==> src/design/ocsp_pkg.sv <==
package ocsp_pkg;

  localparam int NUM_CH   = 8;
  localparam int CH_W     = 3;
  localparam int RES_W    = 18;
  localparam int PKT_W    = 24;
  localparam int RANGE_W  = 24;
  localparam int POS_W    = 5;
  localparam int LAST_BIT = PKT_W - 1;

  // every channel in range code 7 after reset
  localparam logic [RANGE_W-1:0] RANGE_RESET = 24'hffffff;
  localparam logic [CH_W-1:0]    RANGE_OFF   = 3'h0;

  // timing, clock period and per-channel conversion time in ns
  localparam int CLK_NS         = 20;
  localparam int CONV_NS_PER_CH = 550;
  localparam int CYC_PER_CH     = CONV_NS_PER_CH / CLK_NS;
  localparam int POWERUP_MS     = 10;
  localparam int INIT_WAIT_CYC  = POWERUP_MS * 1000000 / CLK_NS;
  localparam int CONV_CNT_W     = 8;
  localparam int MIN_CONV_CYC   = 2;
  localparam int LOAD_PKT_AT    = 2;
  localparam int LOAD_LANE_AT   = 1;

  typedef struct packed {
    logic [RES_W-1:0] result;
    logic [CH_W-1:0]  chan;
    logic [CH_W-1:0]  range;
  } ocsp_packet_type;

  typedef struct packed {
    logic sck;
    logic config_serial_in;
    logic cs_n;
    logic convert_strobe;
  } ocsp_pins_type;

  localparam ocsp_pins_type PINS_IDLE = '{sck: 1'b0, config_serial_in: 1'b0, cs_n: 1'b1, convert_strobe: 1'b0};

  typedef enum logic [1:0] {
    ST_INIT = 2'b00,
    ST_IDLE = 2'b01,
    ST_CONV = 2'b10
  } ocsp_state_type;

endpackage

==> src/design/ocsp_lane.sv <==
`timescale 1ns/1ps
`default_nettype none

// one serial result lane: starts at its own channel and walks the
// packet ring upward, one bit per advance
module ocsp_lane
  import ocsp_pkg::*;
#(
  parameter int LANE = 0
) (
  input  wire logic                          ref_clk_i,
  input  wire logic                          reset_i,
  input  wire logic                          ce_i,
  input  wire logic                          load_i,
  input  wire logic                          adv_i,
  input  wire ocsp_packet_type [NUM_CH-1:0]  pkts_i,
  output logic                               bit_o
);

  localparam logic [CH_W-1:0] OWN_CH = CH_W'(LANE);

  logic             out_r;
  logic [CH_W-1:0]  nch_r;
  logic [POS_W-1:0] npos_r;
  logic             first_bit;

  assign first_bit = pkts_i[OWN_CH][LAST_BIT];
  assign bit_o     = out_r;

  always_ff @(posedge ref_clk_i) begin
    if (reset_i) begin
      out_r  <= 1'b0;
      nch_r  <= OWN_CH;
      npos_r <= POS_W'(LAST_BIT);
    end else if (ce_i) begin
      if (load_i) begin
        out_r  <= first_bit;
        nch_r  <= OWN_CH;
        npos_r <= POS_W'(LAST_BIT - 1);
      end else if (adv_i) begin
        out_r <= pkts_i[nch_r][npos_r];
        if (npos_r == '0) begin
          npos_r <= POS_W'(LAST_BIT);
          nch_r  <= nch_r + 3'h1;
        end else begin
          npos_r <= npos_r - 5'h1;
        end
      end
    end
  end

  a_lane_first_bit: assert property (@(posedge ref_clk_i) disable iff (reset_i || !ce_i)
    load_i |=> (out_r == $past(first_bit)) && (nch_r == OWN_CH))
    else $error("lane did not load its own channel msb");

  a_lane_ring_wrap: assert property (@(posedge ref_clk_i) disable iff (reset_i || !ce_i)
    (adv_i && !load_i && npos_r == '0) |=> (npos_r == POS_W'(LAST_BIT)) && (nch_r == $past(nch_r) + 3'h1))
    else $error("lane did not wrap to the next channel");

endmodule

`default_nettype wire

==> src/design/ocsp_port.sv <==
`timescale 1ns/1ps
`default_nettype none

module ocsp_port
  import ocsp_pkg::*;
#(
  parameter int unsigned INIT_CYCLES = INIT_WAIT_CYC
) (
  input  wire logic                          ref_clk_i,
  input  wire logic                          reset_i,
  input  wire logic                          ce_i,
  input  wire logic                          serial_clock_in_i,
  input  wire logic                          config_serial_in_i,
  input  wire logic                          chip_select_n_i,
  input  wire logic                          convert_strobe_i,
  input  wire logic [NUM_CH-1:0][RES_W-1:0]  sample_data_i,
  output logic      [NUM_CH-1:0]             result_lanes_o,
  output logic      [NUM_CH-1:0]             result_lanes_oe_n_o,
  output logic                               echo_clock_out_o,
  output logic                               echo_clock_out_oe_n_o,
  output logic                               busy_o,
  output logic                               window_open_o,
  output logic      [RANGE_W-1:0]            range_o
);

  localparam int INIT_W = $clog2(INIT_CYCLES + 1);
  localparam logic [INIT_W-1:0] INIT_LAST = INIT_W'(INIT_CYCLES - 1);

  ocsp_pins_type                pin_in;
  ocsp_pins_type                s1_r;
  ocsp_pins_type                s2_r;
  ocsp_pins_type                s3_r;
  logic                         sck_rise;
  logic                         cnv_rise;
  logic                         adv;

  ocsp_state_type               state_r;
  logic                         busy_r;
  logic                         window_r;
  logic [INIT_W-1:0]            init_cnt_r;
  logic [CONV_CNT_W-1:0]        conv_cnt_r;
  logic [CONV_CNT_W-1:0]        conv_len_nxt;
  logic [3:0]                   n_enabled;
  logic                         open_evt;
  logic                         pkt_load;
  logic                         lane_load;

  logic [NUM_CH-1:0][RES_W-1:0] samp_r;
  logic [RANGE_W-1:0]           conv_range_r;
  ocsp_packet_type [NUM_CH-1:0] pkt_r;

  logic [RANGE_W-1:0]           range_r;
  logic [RANGE_W-1:0]           shift_r;
  logic [POS_W-1:0]             bit_cnt_r;
  logic [RANGE_W-1:0]           word_nxt;
  logic                         word_done;

  logic                         echo_r;
  logic [NUM_CH-1:0]            lane_bits;

  // all pins cross into the reference clock domain through two flops
  assign pin_in = '{sck: serial_clock_in_i, config_serial_in: config_serial_in_i,
                    cs_n: chip_select_n_i, convert_strobe: convert_strobe_i};

  always_ff @(posedge ref_clk_i) begin
    if (reset_i) begin
      s1_r <= PINS_IDLE;
      s2_r <= PINS_IDLE;
      s3_r <= PINS_IDLE;
    end else if (ce_i) begin
      s1_r <= pin_in;
      s2_r <= s1_r;
      s3_r <= s2_r;
    end
  end

  // edge found from the level change, so either idle level works
  assign sck_rise = s2_r.sck & ~s3_r.sck;
  assign cnv_rise = s2_r.convert_strobe & ~s3_r.convert_strobe;
  // shifting is not gated by busy: late reads still work, at a cost in accuracy
  assign adv      = sck_rise & ~s2_r.cs_n;

  always_comb begin
    n_enabled = 4'h0;
    for (int i = 0; i < NUM_CH; i++) begin
      if (range_r[i*CH_W +: CH_W] != RANGE_OFF) begin
        n_enabled = n_enabled + 4'h1;
      end
    end
  end

  always_comb begin
    conv_len_nxt = CONV_CNT_W'(n_enabled * CYC_PER_CH);
    if (conv_len_nxt < CONV_CNT_W'(MIN_CONV_CYC)) begin
      conv_len_nxt = CONV_CNT_W'(MIN_CONV_CYC);
    end
  end

  assign pkt_load  = (state_r == ST_CONV) && (conv_cnt_r == CONV_CNT_W'(LOAD_PKT_AT));
  assign lane_load = (state_r == ST_CONV) && (conv_cnt_r == CONV_CNT_W'(LOAD_LANE_AT));
  assign open_evt  = lane_load || ((state_r == ST_INIT) && (init_cnt_r == INIT_LAST));

  // conversion sequencer
  always_ff @(posedge ref_clk_i) begin
    if (reset_i) begin
      state_r    <= ST_INIT;
      busy_r     <= 1'b0;
      window_r   <= 1'b0;
      init_cnt_r <= '0;
      conv_cnt_r <= '0;
    end else if (ce_i) begin
      case (state_r)
        ST_INIT: begin
          if (init_cnt_r == INIT_LAST) begin
            state_r  <= ST_IDLE;
            window_r <= 1'b1;
          end else begin
            init_cnt_r <= init_cnt_r + INIT_W'(1);
          end
        end
        ST_IDLE: begin
          if (cnv_rise) begin
            state_r    <= ST_CONV;
            busy_r     <= 1'b1;
            window_r   <= 1'b0;
            conv_cnt_r <= conv_len_nxt;
          end
        end
        ST_CONV: begin
          if (lane_load) begin
            state_r  <= ST_IDLE;
            busy_r   <= 1'b0;
            window_r <= 1'b1;
          end else begin
            conv_cnt_r <= conv_cnt_r - 8'h1;
          end
        end
        default: begin
          state_r <= ST_INIT;
        end
      endcase
    end
  end

  // simultaneous sample of all channels, with the range in force
  always_ff @(posedge ref_clk_i) begin
    if (reset_i) begin
      samp_r       <= '0;
      conv_range_r <= RANGE_RESET;
    end else if (ce_i && state_r == ST_IDLE && cnv_rise) begin
      samp_r       <= sample_data_i;
      conv_range_r <= range_r;
    end
  end

  // result packets; a disabled channel reports a zero result
  always_ff @(posedge ref_clk_i) begin
    if (reset_i) begin
      pkt_r <= '0;
    end else if (ce_i && pkt_load) begin
      for (int i = 0; i < NUM_CH; i++) begin
        pkt_r[i].chan  <= CH_W'(i);
        pkt_r[i].range <= conv_range_r[i*CH_W +: CH_W];
        if (conv_range_r[i*CH_W +: CH_W] == RANGE_OFF) begin
          pkt_r[i].result <= '0;
        end else begin
          pkt_r[i].result <= samp_r[i];
        end
      end
    end
  end

  // range word assembly; a reopened window drops any partial word
  assign word_nxt  = {shift_r[RANGE_W-2:0], s2_r.config_serial_in};
  assign word_done = window_r && adv && (bit_cnt_r == POS_W'(LAST_BIT));

  always_ff @(posedge ref_clk_i) begin
    if (reset_i) begin
      range_r   <= RANGE_RESET;
      shift_r   <= '0;
      bit_cnt_r <= '0;
    end else if (ce_i) begin
      if (open_evt) begin
        bit_cnt_r <= '0;
      end else if (window_r && adv) begin
        shift_r <= word_nxt;
        if (bit_cnt_r == POS_W'(LAST_BIT)) begin
          bit_cnt_r <= '0;
          if (word_nxt != '0) begin
            range_r <= word_nxt;
          end
        end else begin
          bit_cnt_r <= bit_cnt_r + 5'h1;
        end
      end
    end
  end

  // echo at half the serial clock rate, parked low at the end of each conversion
  always_ff @(posedge ref_clk_i) begin
    if (reset_i) begin
      echo_r <= 1'b0;
    end else if (ce_i) begin
      if (lane_load) begin
        echo_r <= 1'b0;
      end else if (adv) begin
        echo_r <= ~echo_r;
      end
    end
  end

  for (genvar g = 0; g < NUM_CH; g++) begin : g_lane
    ocsp_lane #(
      .LANE (g)
    ) u_lane (
      .ref_clk_i (ref_clk_i),
      .reset_i   (reset_i),
      .ce_i      (ce_i),
      .load_i    (lane_load),
      .adv_i     (adv),
      .pkts_i    (pkt_r),
      .bit_o     (lane_bits[g])
    );
  end

  assign result_lanes_o        = lane_bits;
  assign echo_clock_out_o      = echo_r;
  // released lines keep their level until a conversion end reloads them; the pad decides the wire
  assign result_lanes_oe_n_o   = {NUM_CH{s2_r.cs_n}};
  assign echo_clock_out_oe_n_o = s2_r.cs_n;
  assign busy_o                = busy_r;
  assign window_open_o         = window_r;
  assign range_o               = range_r;

  a_range_after_reset: assert property (@(posedge ref_clk_i) disable iff (reset_i || !ce_i)
    $fell(reset_i) |-> (range_r == RANGE_RESET) && !window_r)
    else $error("range register not all ones after reset");

  a_busy_on_convert: assert property (@(posedge ref_clk_i) disable iff (reset_i || !ce_i)
    (state_r == ST_IDLE && cnv_rise) |=> busy_r && !window_r)
    else $error("busy did not rise on convert");

  a_conv_min_len: assert property (@(posedge ref_clk_i) disable iff (reset_i || !ce_i)
    $rose(busy_r) |-> busy_r[*2])
    else $error("conversion shorter than two cycles");

  a_load_echo_low: assert property (@(posedge ref_clk_i) disable iff (reset_i || !ce_i)
    lane_load |=> !echo_r && $fell(busy_r) && window_r)
    else $error("echo not low or busy not falling after lane load");

  a_echo_toggles: assert property (@(posedge ref_clk_i) disable iff (reset_i || !ce_i)
    (adv && !lane_load) |=> (echo_r != $past(echo_r)))
    else $error("echo did not toggle on serial clock rise");

  a_word_written: assert property (@(posedge ref_clk_i) disable iff (reset_i || !ce_i)
    (word_done && !open_evt && word_nxt != '0) |=> (range_r == $past(word_nxt)))
    else $error("complete word not copied to range register");

  a_zero_word_kept: assert property (@(posedge ref_clk_i) disable iff (reset_i || !ce_i)
    (word_done && word_nxt == '0) |=> $stable(range_r))
    else $error("all-zero word changed the range register");

  a_partial_ignored: assert property (@(posedge ref_clk_i) disable iff (reset_i || !ce_i)
    (!word_done) |=> $stable(range_r))
    else $error("range register changed without a complete word");

  a_outside_window: assert property (@(posedge ref_clk_i) disable iff (reset_i || !ce_i)
    (!window_r) |=> $stable(range_r) && $stable(shift_r))
    else $error("config accepted outside the window");

  a_window_restart: assert property (@(posedge ref_clk_i) disable iff (reset_i || !ce_i)
    open_evt |=> (bit_cnt_r == '0) && window_r)
    else $error("partial word survived a new window");

endmodule

`default_nettype wire

==> config.mk <==
export PLATFORM = sky130hd
export DESIGN_NAME = ocsp_port
export DESIGN_NICKNAME = d
export VERILOG_FILES = /design/src/design/ocsp_pkg.sv /design/src/design/ocsp_lane.sv /design/src/design/ocsp_port.sv
export SDC_FILE = /design/constraint.sdc
export NUM_CORES = 1
export LEC_CHECK = 0
export BUFFER_PORTS_ARGS = -buffer_cell sky130_fd_sc_hd__buf_2
export CAP_MARGIN = 40
export CORE_MARGIN = 4
export CORE_UTILIZATION = 30
export DETAILED_ROUTE_END_ITERATION = 8
export HOLD_SLACK_MARGIN = 0.02
export SETUP_SLACK_MARGIN = 0.4
export SYNTH_ARGS = -nofsm -noshare
export SYNTH_HDL_FRONTEND = slang
export SYNTH_SLANG_ARGS = --single-unit
==> constraint.sdc <==
create_clock -name ref_clk_i -period 5.99 [get_ports ref_clk_i]
set_input_delay 1.797 -clock ref_clk_i [delete_from_list [all_inputs] [get_ports ref_clk_i]]
set_output_delay 1.797 -clock ref_clk_i [all_outputs]
set_load 0.01 [all_outputs]
==> flow_metrics.env, run 1 <==
export IMPL_placement_io_buffers=194
export IMPL_vdd_ir_drop_max_uv=209
export IMPL_layout_area_seq_sq_um=10100
export IMPL_antenna_found_initial=6
export IMPL_crit_path_start_kind="register"
export IMPL_fraction_of_the_mapped_netlist_area_in_compound_gates_pct=13.0
export IMPL_flip_flop_cell_with_the_highest_count_after_synthesis="sky130_fd_sc_hd__dfxtp_1"
export IMPL_arrival_ns=6.08
export IMPL_number_of_global_route_vias_before_repair=26800
export IMPL_nNetsFinal=3610
export IMPL_synth_top_family_by_area="multiplexers"
export IMPL_syn_instance_count=3399
export IMPL_clock_path_buffers=3
export IMPL_synthTopCellsByCount="sky130_fd_sc_hd__nand2_1 (702), sky130_fd_sc_hd__dfxtp_1 (503), sky130_fd_sc_hd__a21oi_1 (415)"
export IMPL_placementRows=118
export IMPL_fp_dieH_um=332
export IMPL_maximum_number_of_pins_on_one_net_before_global_route_repair=169
export IMPL_power_density_nw_per_um2=195
export IMPL_post_synth_top_area_fraction_pct=32.0
export IMPL_synth_mux_area_share_pct=28.2
export IMPL_ys_async_sr_fraction_pct=0
export IMPL_worst_hold_slack_ns=0.454
export IMPL_critical_path_top_delay_family="adder cells"
export IMPL_worstSetupStartpoint="range_o[5]$_SDFFE_PP1P_"
export IMPL_clk_root_buffer_cell="sky130_fd_sc_hd__clkbuf_16"
export IMPL_post_synth_num_cell_types=78
export IMPL_synth_most_common_cell="sky130_fd_sc_hd__nand2_1"
export IMPL_timing_hold_violations_final=0
export IMPL_timing_rr_start="range_o[5]$_SDFFE_PP1P_"
export IMPL_final_period_minus_worst_setup_slack_ns=5.56
export IMPL_run_status="completed"
export IMPL_yosys_area_share_simple_pct=18.1
export IMPL_area_growth_synth_to_final_pct=13.6
export IMPL_final_hpwl_from_detailed_placement_um=85500
export IMPL_gpl_final_weighted_congestion=1.03
export IMPL_grtUsageTotal_pct=21.2
export IMPL_final_period_utilization_pct=92.8
export IMPL_reg2reg_setup_slack_ns=0.43
export IMPL_clk_transition_reported_paths_ns=0.06
export IMPL_firstDrtPassIters=6
export IMPL_cp_max_fo=4
export IMPL_synth_yosys_seq_area_share_pct=32.0
export IMPL_yosys_warnings=0
export IMPL_required_ns=6.52
export IMPL_wl_um=122000
export IMPL_synth_fp_nets=3592
export IMPL_biggest_area_consumer_among_synthesized_cells="sky130_fd_sc_hd__dfxtp_1"
export IMPL_capturing_element_type_of_the_critical_path="register"
export IMPL_clock_insertion_delay_worst_skew_ns=0.63
export IMPL_cts_num_sinks=503
export IMPL_multi_input_area_sq_um=20000
export IMPL_grt_overflow_total=0
export IMPL_dp_cells=4730
export IMPL_wire_per_inst_um=25.2
export IMPL_synth_ff_latch_count=503
export IMPL_fmax_mhz=180
export IMPL_slew_headroom_pct=36.1
export IMPL_synth_fa_ha_area_share_pct=1.72
export IMPL_placed_area_sq_um=33600
export IMPL_grt_pass1_wl_um=179000
export IMPL_final_max_slew_viol_count=0
export IMPL_fp_dieArea_sq_um=110000
export IMPL_postCtsHoldBufs=0
export IMPL_final_core_utilization_pct=34.4
export IMPL_fp_dieW_um=332
export IMPL_worst_setup_path_type="reg -> reg"
export IMPL_htreeDepth=2
export IMPL_final_fill_count=10600
export IMPL_fin_skew_ns=0.0326
export IMPL_drtIter0Drc=3921
export IMPL_critical_path_slowest_cell="sky130_fd_sc_hd__fa_2"
export IMPL_non_filler_cells_final=4843
export IMPL_route_antenna_remaining_nets=0
export IMPL_hp_class="reg -> reg"
export IMPL_design_core_area_sq_um=104000
export IMPL_num_vias=28600
export IMPL_synth_enable_flop_cells=0
export IMPL_rsz0062_at_grt="yes"
export IMPL_final_setup_tns_ns=0
export IMPL_post_syn_area_sq_um=31400
export IMPL_initial_utilization_pct=30.3
export IMPL_post_route_drc_count=0
export IMPL_critical_path_top_cell_by_count="sky130_fd_sc_hd__xnor2_2"
export IMPL_ys_top_cells_by_area="sky130_fd_sc_hd__dfxtp_1 (32%), sky130_fd_sc_hd__mux4_2 (25%), sky130_fd_sc_hd__nand2_1 (8.4%), sky130_fd_sc_hd__a21oi_1 (6.6%), sky130_fd_sc_hd__nand3_1 (3.0%)"
export IMPL_cts_tree="done"
export IMPL_total_buffers_and_inverters_traversed_by_the_critical_path=1
export IMPL_finalSetupViolations=0
export IMPL_synth_xor_area_share_pct=1.79
export IMPL_worst_slew_pin_slew_ns=0.958
export IMPL_viasPerCell=5.91
export IMPL_post_route_cell_area_sq_um=35700
export IMPL_holdCritStartpoint="samp_r[87]$_SDFFE_PP0P_"
export IMPL_drive_above_1_share_pct=23.8
export IMPL_slowest_delay_ns=0.45
export IMPL_max_cap_violations=0
export IMPL_boundaryPins=195
export IMPL_syn_area_per_cell_sq_um=9.25
export IMPL_power_leakage_nw=12.1
export IMPL_cts_buffers=52
cell type report:
type / count / share of cell area (%)
antenna: 4 / 0.0280
tap: 1380 / 4.83
timing repair buffer: 290 / 5.40
inverter: 48 / 0.504
clock buffer: 73 / 4.24
multi-input combinational: 2522 / 55.9
clock inverter: 23 / 0.795
sequential: 503 / 28.3
worst register-to-register path, stage by stage, from the launching register on:
cell and delay (ns):
sky130_fd_sc_hd__dfxtp_4 0.36, sky130_fd_sc_hd__nor3_4 0.22, sky130_fd_sc_hd__inv_2 0.08, sky130_fd_sc_hd__ha_4 0.27, sky130_fd_sc_hd__xnor2_2 0.13, sky130_fd_sc_hd__ha_1 0.31, sky130_fd_sc_hd__nand2b_4 0.13, sky130_fd_sc_hd__o31ai_4 0.08
sky130_fd_sc_hd__xnor2_2 0.20, sky130_fd_sc_hd__a21oi_2 0.07, sky130_fd_sc_hd__ha_1 0.29, sky130_fd_sc_hd__mux2_4 0.28, sky130_fd_sc_hd__xnor2_1 0.13, sky130_fd_sc_hd__o21ai_1 0.14, sky130_fd_sc_hd__ha_2 0.17, sky130_fd_sc_hd__nand2b_1 0.08
sky130_fd_sc_hd__xnor2_2 0.15, sky130_fd_sc_hd__xnor2_2 0.15, sky130_fd_sc_hd__ha_2 0.37, sky130_fd_sc_hd__fa_2 0.45, sky130_fd_sc_hd__ha_1 0.22, sky130_fd_sc_hd__a21o_1 0.21, sky130_fd_sc_hd__a21oi_2 0.18, sky130_fd_sc_hd__xnor2_2 0.14
sky130_fd_sc_hd__nor3_2 0.07, sky130_fd_sc_hd__a21oi_2 0.23, sky130_fd_sc_hd__a22oi_1 0.10, sky130_fd_sc_hd__a211oi_1 0.26
routing by layer:
| layer | wire length [um] | GRT usage, % | vias up |
|---|---|---|---|
| li1 | - | - | 12600 |
| met1 | 47000 | 27.7 | 13800 |
| met2 | 53000 | 31.7 | 1799 |
| met3 | 14000 | 5.87 | 419 |
| met4 | 8080 | 11.7 | 6 |
| met5 | 40 | 0 | - |
what timing repair did:
action / CTS / global route
pin swaps: 12 / 21
setup endpoints to repair: 6 / 6
resized for setup: 17 / 25
endpoints found under the hold margin: 0 / 0
buffers inserted: 5 / 7
gates cloned: 0 / 0
placed cells by master, fill, tap and decap left out, types with 10 or more instances in the layout:
cell,count
sky130_fd_sc_hd__buf_12,11
sky130_fd_sc_hd__mux2i_1,89
sky130_fd_sc_hd__o22ai_1,10
sky130_fd_sc_hd__or2_2,18
sky130_fd_sc_hd__mux4_2,345
sky130_fd_sc_hd__buf_4,74
sky130_fd_sc_hd__clkbuf_1,10
sky130_fd_sc_hd__nand3b_1,33
sky130_fd_sc_hd__nor3_1,44
sky130_fd_sc_hd__o21ai_0,72
sky130_fd_sc_hd__a311oi_1,10
sky130_fd_sc_hd__a211o_1,29
sky130_fd_sc_hd__nand4_1,16
sky130_fd_sc_hd__ha_1,35
sky130_fd_sc_hd__dfxtp_1,485
sky130_fd_sc_hd__buf_2,194
sky130_fd_sc_hd__a221oi_1,11
sky130_fd_sc_hd__a31oi_1,19
sky130_fd_sc_hd__o211ai_1,12
sky130_fd_sc_hd__dfxtp_2,16
sky130_fd_sc_hd__nand2_1,701
sky130_fd_sc_hd__mux2_2,14
sky130_fd_sc_hd__xor2_1,27
sky130_fd_sc_hd__or3_1,21
sky130_fd_sc_hd__nor4_1,15
sky130_fd_sc_hd__a21oi_1,410
sky130_fd_sc_hd__nand2b_1,14
sky130_fd_sc_hd__nor2b_1,39
sky130_fd_sc_hd__nor2_1,131
sky130_fd_sc_hd__a22oi_1,26
sky130_fd_sc_hd__xnor2_1,22
sky130_fd_sc_hd__clkbuf_16,54
sky130_fd_sc_hd__a211oi_1,19
sky130_fd_sc_hd__nand3_1,191
sky130_fd_sc_hd__inv_1,39
through the flow:
step	worst slack, ns	power [mW]
6_report	0.434	6.95
5_1_grt	0.130	7.15
4_1_cts	0.431	7.02
3_5_place_dp	0.0293	3.59
3_3_place_gp	0.114	3.58
2_1_floorplan	0.400	3.51
sequential cells by signal (all words and copies together), names as in the netlist:
signal,count
busy_o,1
s2_r,3
samp_r,144
s1_r,4
echo_clock_out_oe_n_o,1
g_lane.u_lane.nch_r,24
conv_cnt_r,8
g_lane.u_lane.npos_r,40
echo_clock_out_o,1
range_o,24
window_open_o,1
s3_r,2
conv_range_r,24
shift_r,23
init_cnt_r,19
g_lane.u_lane.bit_o,8
pkt_r,169
bit_cnt_r,5
state_r,2
cell families after synthesis:
| kind of cell | Yosys count |
|---|---|
| buffers and inverters | 374 |
| adder cells (fa/ha/maj) | 42 |
| flip-flops | 503 |
| XOR/XNOR | 60 |
| AND/OR/NAND/NOR | 1278 |
| multiplexers | 450 |
| AO/OA/AOI/OAI | 692 |
worst paths after layout:
kind                            cells after the start                          to
worst min register to register                      2     samp_r[87]$_SDFFE_PP0P_
worst max-delay path                               27  conv_cnt_r[0]$_SDFFE_PP0P_
worst max register to register                     27  conv_cnt_r[0]$_SDFFE_PP0P_
worst min-delay path                                2     samp_r[87]$_SDFFE_PP0P_
power by group:
part	leakage [nW]	switching, mW	internal (mW)
logic	7.16	0.0976	0.0592
clock network	0.867	1.45	1.99
registers	4.05	0.00675	3.35
(Power assumes the default switching activity.)
==> inputs of run 2 (changes only) <==
--- a/config.mk
+++ b/config.mk
@@ -5,7 +5,7 @@
 export SDC_FILE = /design/constraint.sdc
 export NUM_CORES = 1
 export LEC_CHECK = 0
-export BUFFER_PORTS_ARGS = -buffer_cell sky130_fd_sc_hd__buf_2
+export BUFFER_PORTS_ARGS = -buffer_cell sky130_fd_sc_hd__buf_4
 export CAP_MARGIN = 40
 export CORE_MARGIN = 4
 export CORE_UTILIZATION = 30
@@ -15,3 +15,4 @@
 export SYNTH_ARGS = -nofsm -noshare
 export SYNTH_HDL_FRONTEND = slang
 export SYNTH_SLANG_ARGS = --single-unit
+export TNS_END_PERCENT = 10
==> run 2 against run 1 <==
Effect of this change: core utilization rose by 0.40 points; final cell count decreased by 0.17%; sequential power about the same; via count fell by 0.16%; total power grew 1.9%; clock-buffer cell count up 4; register-to-register slack got worse by 0.08 ns; first-iteration DRC count fell by 7.1%; global-route usage increased by 0.14 points; largest power group unchanged.
==> flow_metrics.env, run 2 (synthesis results as in run 1) <==
export IMPL_cts_num_sinks=503
export IMPL_timing_hold_violations_final=0
export IMPL_fp_dieW_um=332
export IMPL_clock_power_share_pct=50.0
export IMPL_design_core_area_sq_um=104000
export IMPL_most_common_cell_after_layout_fill_and_taps_aside="sky130_fd_sc_hd__nand2_1"
export IMPL_drtIter0Drc=3641
export IMPL_dp_cells=4730
export IMPL_largest_reg_flops=169
export IMPL_rsz0062_at_grt="yes"
export IMPL_boundaryPins=195
export IMPL_placementRows=118
export IMPL_fp_dieH_um=332
export IMPL_vdd_ir_drop_max_uv=207
export IMPL_dpl_worst_slack_ns=-0.000563
export IMPL_cts_tree="done"
export IMPL_wire_per_inst_um=25.2
export IMPL_cts_buffers=52
export IMPL_fmax_mhz=177
export IMPL_required_ns=6.46
export IMPL_holdCritStartpoint="samp_r[30]$_SDFFE_PP0P_"
export IMPL_layout_area_seq_sq_um=10100
export IMPL_final_period_utilization_pct=94.1
export IMPL_num_vias=28600
export IMPL_worstSetupStartpoint="range_o[3]$_SDFFE_PP1P_"
export IMPL_area_growth_synth_to_final_pct=14.9
export IMPL_final_period_minus_worst_setup_slack_ns=5.64
export IMPL_hp_class="reg -> reg"
export IMPL_p_int_mw=5.56
export IMPL_slew_headroom_pct=32.8
export IMPL_finalSetupViolations=0
export IMPL_fp_dieArea_sq_um=110000
export IMPL_critical_path_slowest_cell="sky130_fd_sc_hd__or4_4"
export IMPL_slowest_delay_ns=0.43
export IMPL_final_max_slew_viol_count=0
export IMPL_worst_slew_pin_slew_ns=1.01
export IMPL_arrival_ns=6.11
export IMPL_max_cap_violations=0
export IMPL_gpl_final_weighted_congestion=1.04
export IMPL_crit_path_start_kind="register"
export IMPL_setup_slack_ns=0.351
export IMPL_total_buffers_and_inverters_traversed_by_the_critical_path=5
export IMPL_capturing_element_type_of_the_critical_path="register"
export IMPL_p_comb_share_pct=2.6
export IMPL_timing_rr_start="range_o[3]$_SDFFE_PP1P_"
export IMPL_power_density_nw_per_um2=196
export IMPL_final_core_utilization_pct=34.8
export IMPL_antenna_found_initial=4
export IMPL_grt_pass1_wl_um=181000
export IMPL_clk_transition_reported_paths_ns=0.06
export IMPL_swShare_pct=21.5
export IMPL_drive_above_1_share_pct=23.4
export IMPL_worst_setup_path_type="reg -> reg"
export IMPL_grt_overflow_total=0
export IMPL_most_common_layout_cells="sky130_fd_sc_hd__nand2_1 (702), sky130_fd_sc_hd__dfxtp_1 (480), sky130_fd_sc_hd__a21oi_1 (412), sky130_fd_sc_hd__mux4_2 (345), sky130_fd_sc_hd__buf_4 (265)"
export IMPL_nNetsFinal=3605
export IMPL_final_hpwl_from_detailed_placement_um=86400
export IMPL_clock_insertion_delay_worst_skew_ns=0.63
export IMPL_critical_path_top_delay_family="adder cells"
export IMPL_cp_max_fo=5
export IMPL_clk_root_buffer_cell="sky130_fd_sc_hd__clkbuf_16"
export IMPL_post_route_drc_count=0
export IMPL_final_fill_count=10600
export IMPL_firstDrtPassIters=5
export IMPL_placement_io_buffers=194
export IMPL_fin_skew_ns=0.0330
export IMPL_route_antenna_remaining_nets=0
export IMPL_clock_path_buffers=3
export IMPL_critical_path_top_cell_by_count="sky130_fd_sc_hd__inv_1"
export IMPL_power_switching_mw=1.52
export IMPL_multi_input_area_sq_um=19900
export IMPL_layout_top_registers="pkt_r x169, samp_r x144, g_lane.u_lane.npos_r x40"
export IMPL_number_of_global_route_vias_before_repair=27300
export IMPL_power_sequential_fraction_pct=47.4
export IMPL_design_power_total_mw=7.08
export IMPL_viasPerCell=5.91
export IMPL_run_status="completed"
export IMPL_power_leakage_nw=12.3
export IMPL_largest_register="pkt_r"
export IMPL_maximum_number_of_pins_on_one_net_before_global_route_repair=184
export IMPL_initial_utilization_pct=30.3
export IMPL_wl_um=122000
export IMPL_htreeDepth=2
export IMPL_grtUsageTotal_pct=21.3
export IMPL_non_filler_cells_final=4835
## run 2: layer usage
layer	part of all wire (%)	wire length, um	track usage, %	vias up
met3	11	13500	6.06	364
met2	43	52500	31.7	1738
met5	0.030	37	0	-
met1	40	48100	28.2	13900
li1	-	-	-	12500
met4	6.2	7570	11.1	6
## run 2: what timing repair did
item	in CTS	in global routing
endpoints found under the setup margin	5	7
endpoints found under the hold margin	0	0
gates resized for setup	14	17
setup buffers	4	4
hold buffers	0	0
pin swaps	14	11
## run 2: layout make-up
cell class,count,share of cell area [%]
multi-input combinational,2522,55.1
clock buffer,77,4.37
sequential,503,28.0
tap,1380,4.78
timing repair buffer,285,6.45
clock inverter,18,0.793
inverter,48,0.499
antenna,2,0.0139
## run 2: final timing paths
check	to	slack [ns]	depth (start not counted)
worst min-delay path	samp_r[30]$_SDFFE_PP0P_	0.46	2
worst max-delay path	conv_cnt_r[0]$_SDFFE_PP0P_	0.35	27
worst max register to register	conv_cnt_r[0]$_SDFFE_PP0P_	0.35	27
worst min register to register	samp_r[30]$_SDFFE_PP0P_	0.46	2
## run 2: worst min-delay path, stage by stage (launching register included)
cell and delay (ns):
sky130_fd_sc_hd__dfxtp_1 0.31, sky130_fd_sc_hd__nand2_1 0.05, sky130_fd_sc_hd__a21oi_1 0.05
## run 2: power by group through the flow
| stage | combinational, mW | sequential (mW) | clock (mW) |
|---|---|---|---|
| after floorplan | 0.0777 | 3.43 | 0 |
| after global placement | 0.182 | 3.43 | 0 |
| after detailed placement | 0.183 | 3.43 | 0 |
| after CTS | 0.183 | 3.36 | 3.61 |
| after global routing | 0.196 | 3.35 | 3.73 |
| final | 0.182 | 3.36 | 3.54 |
## run 2: metrics by stage
stage / TNS (ns) / instance area (sq um) / hold slack, ns
2_1_floorplan: 0 / 31400 / 0.431
3_3_place_gp: 0 / 33900 / 0.445
3_5_place_dp: -0.000563 / 34000 / 0.445
4_1_cts: 0 / 36000 / 0.457
5_1_grt: 0 / 36100 / 0.473
6_report: 0 / 36100 / 0.456
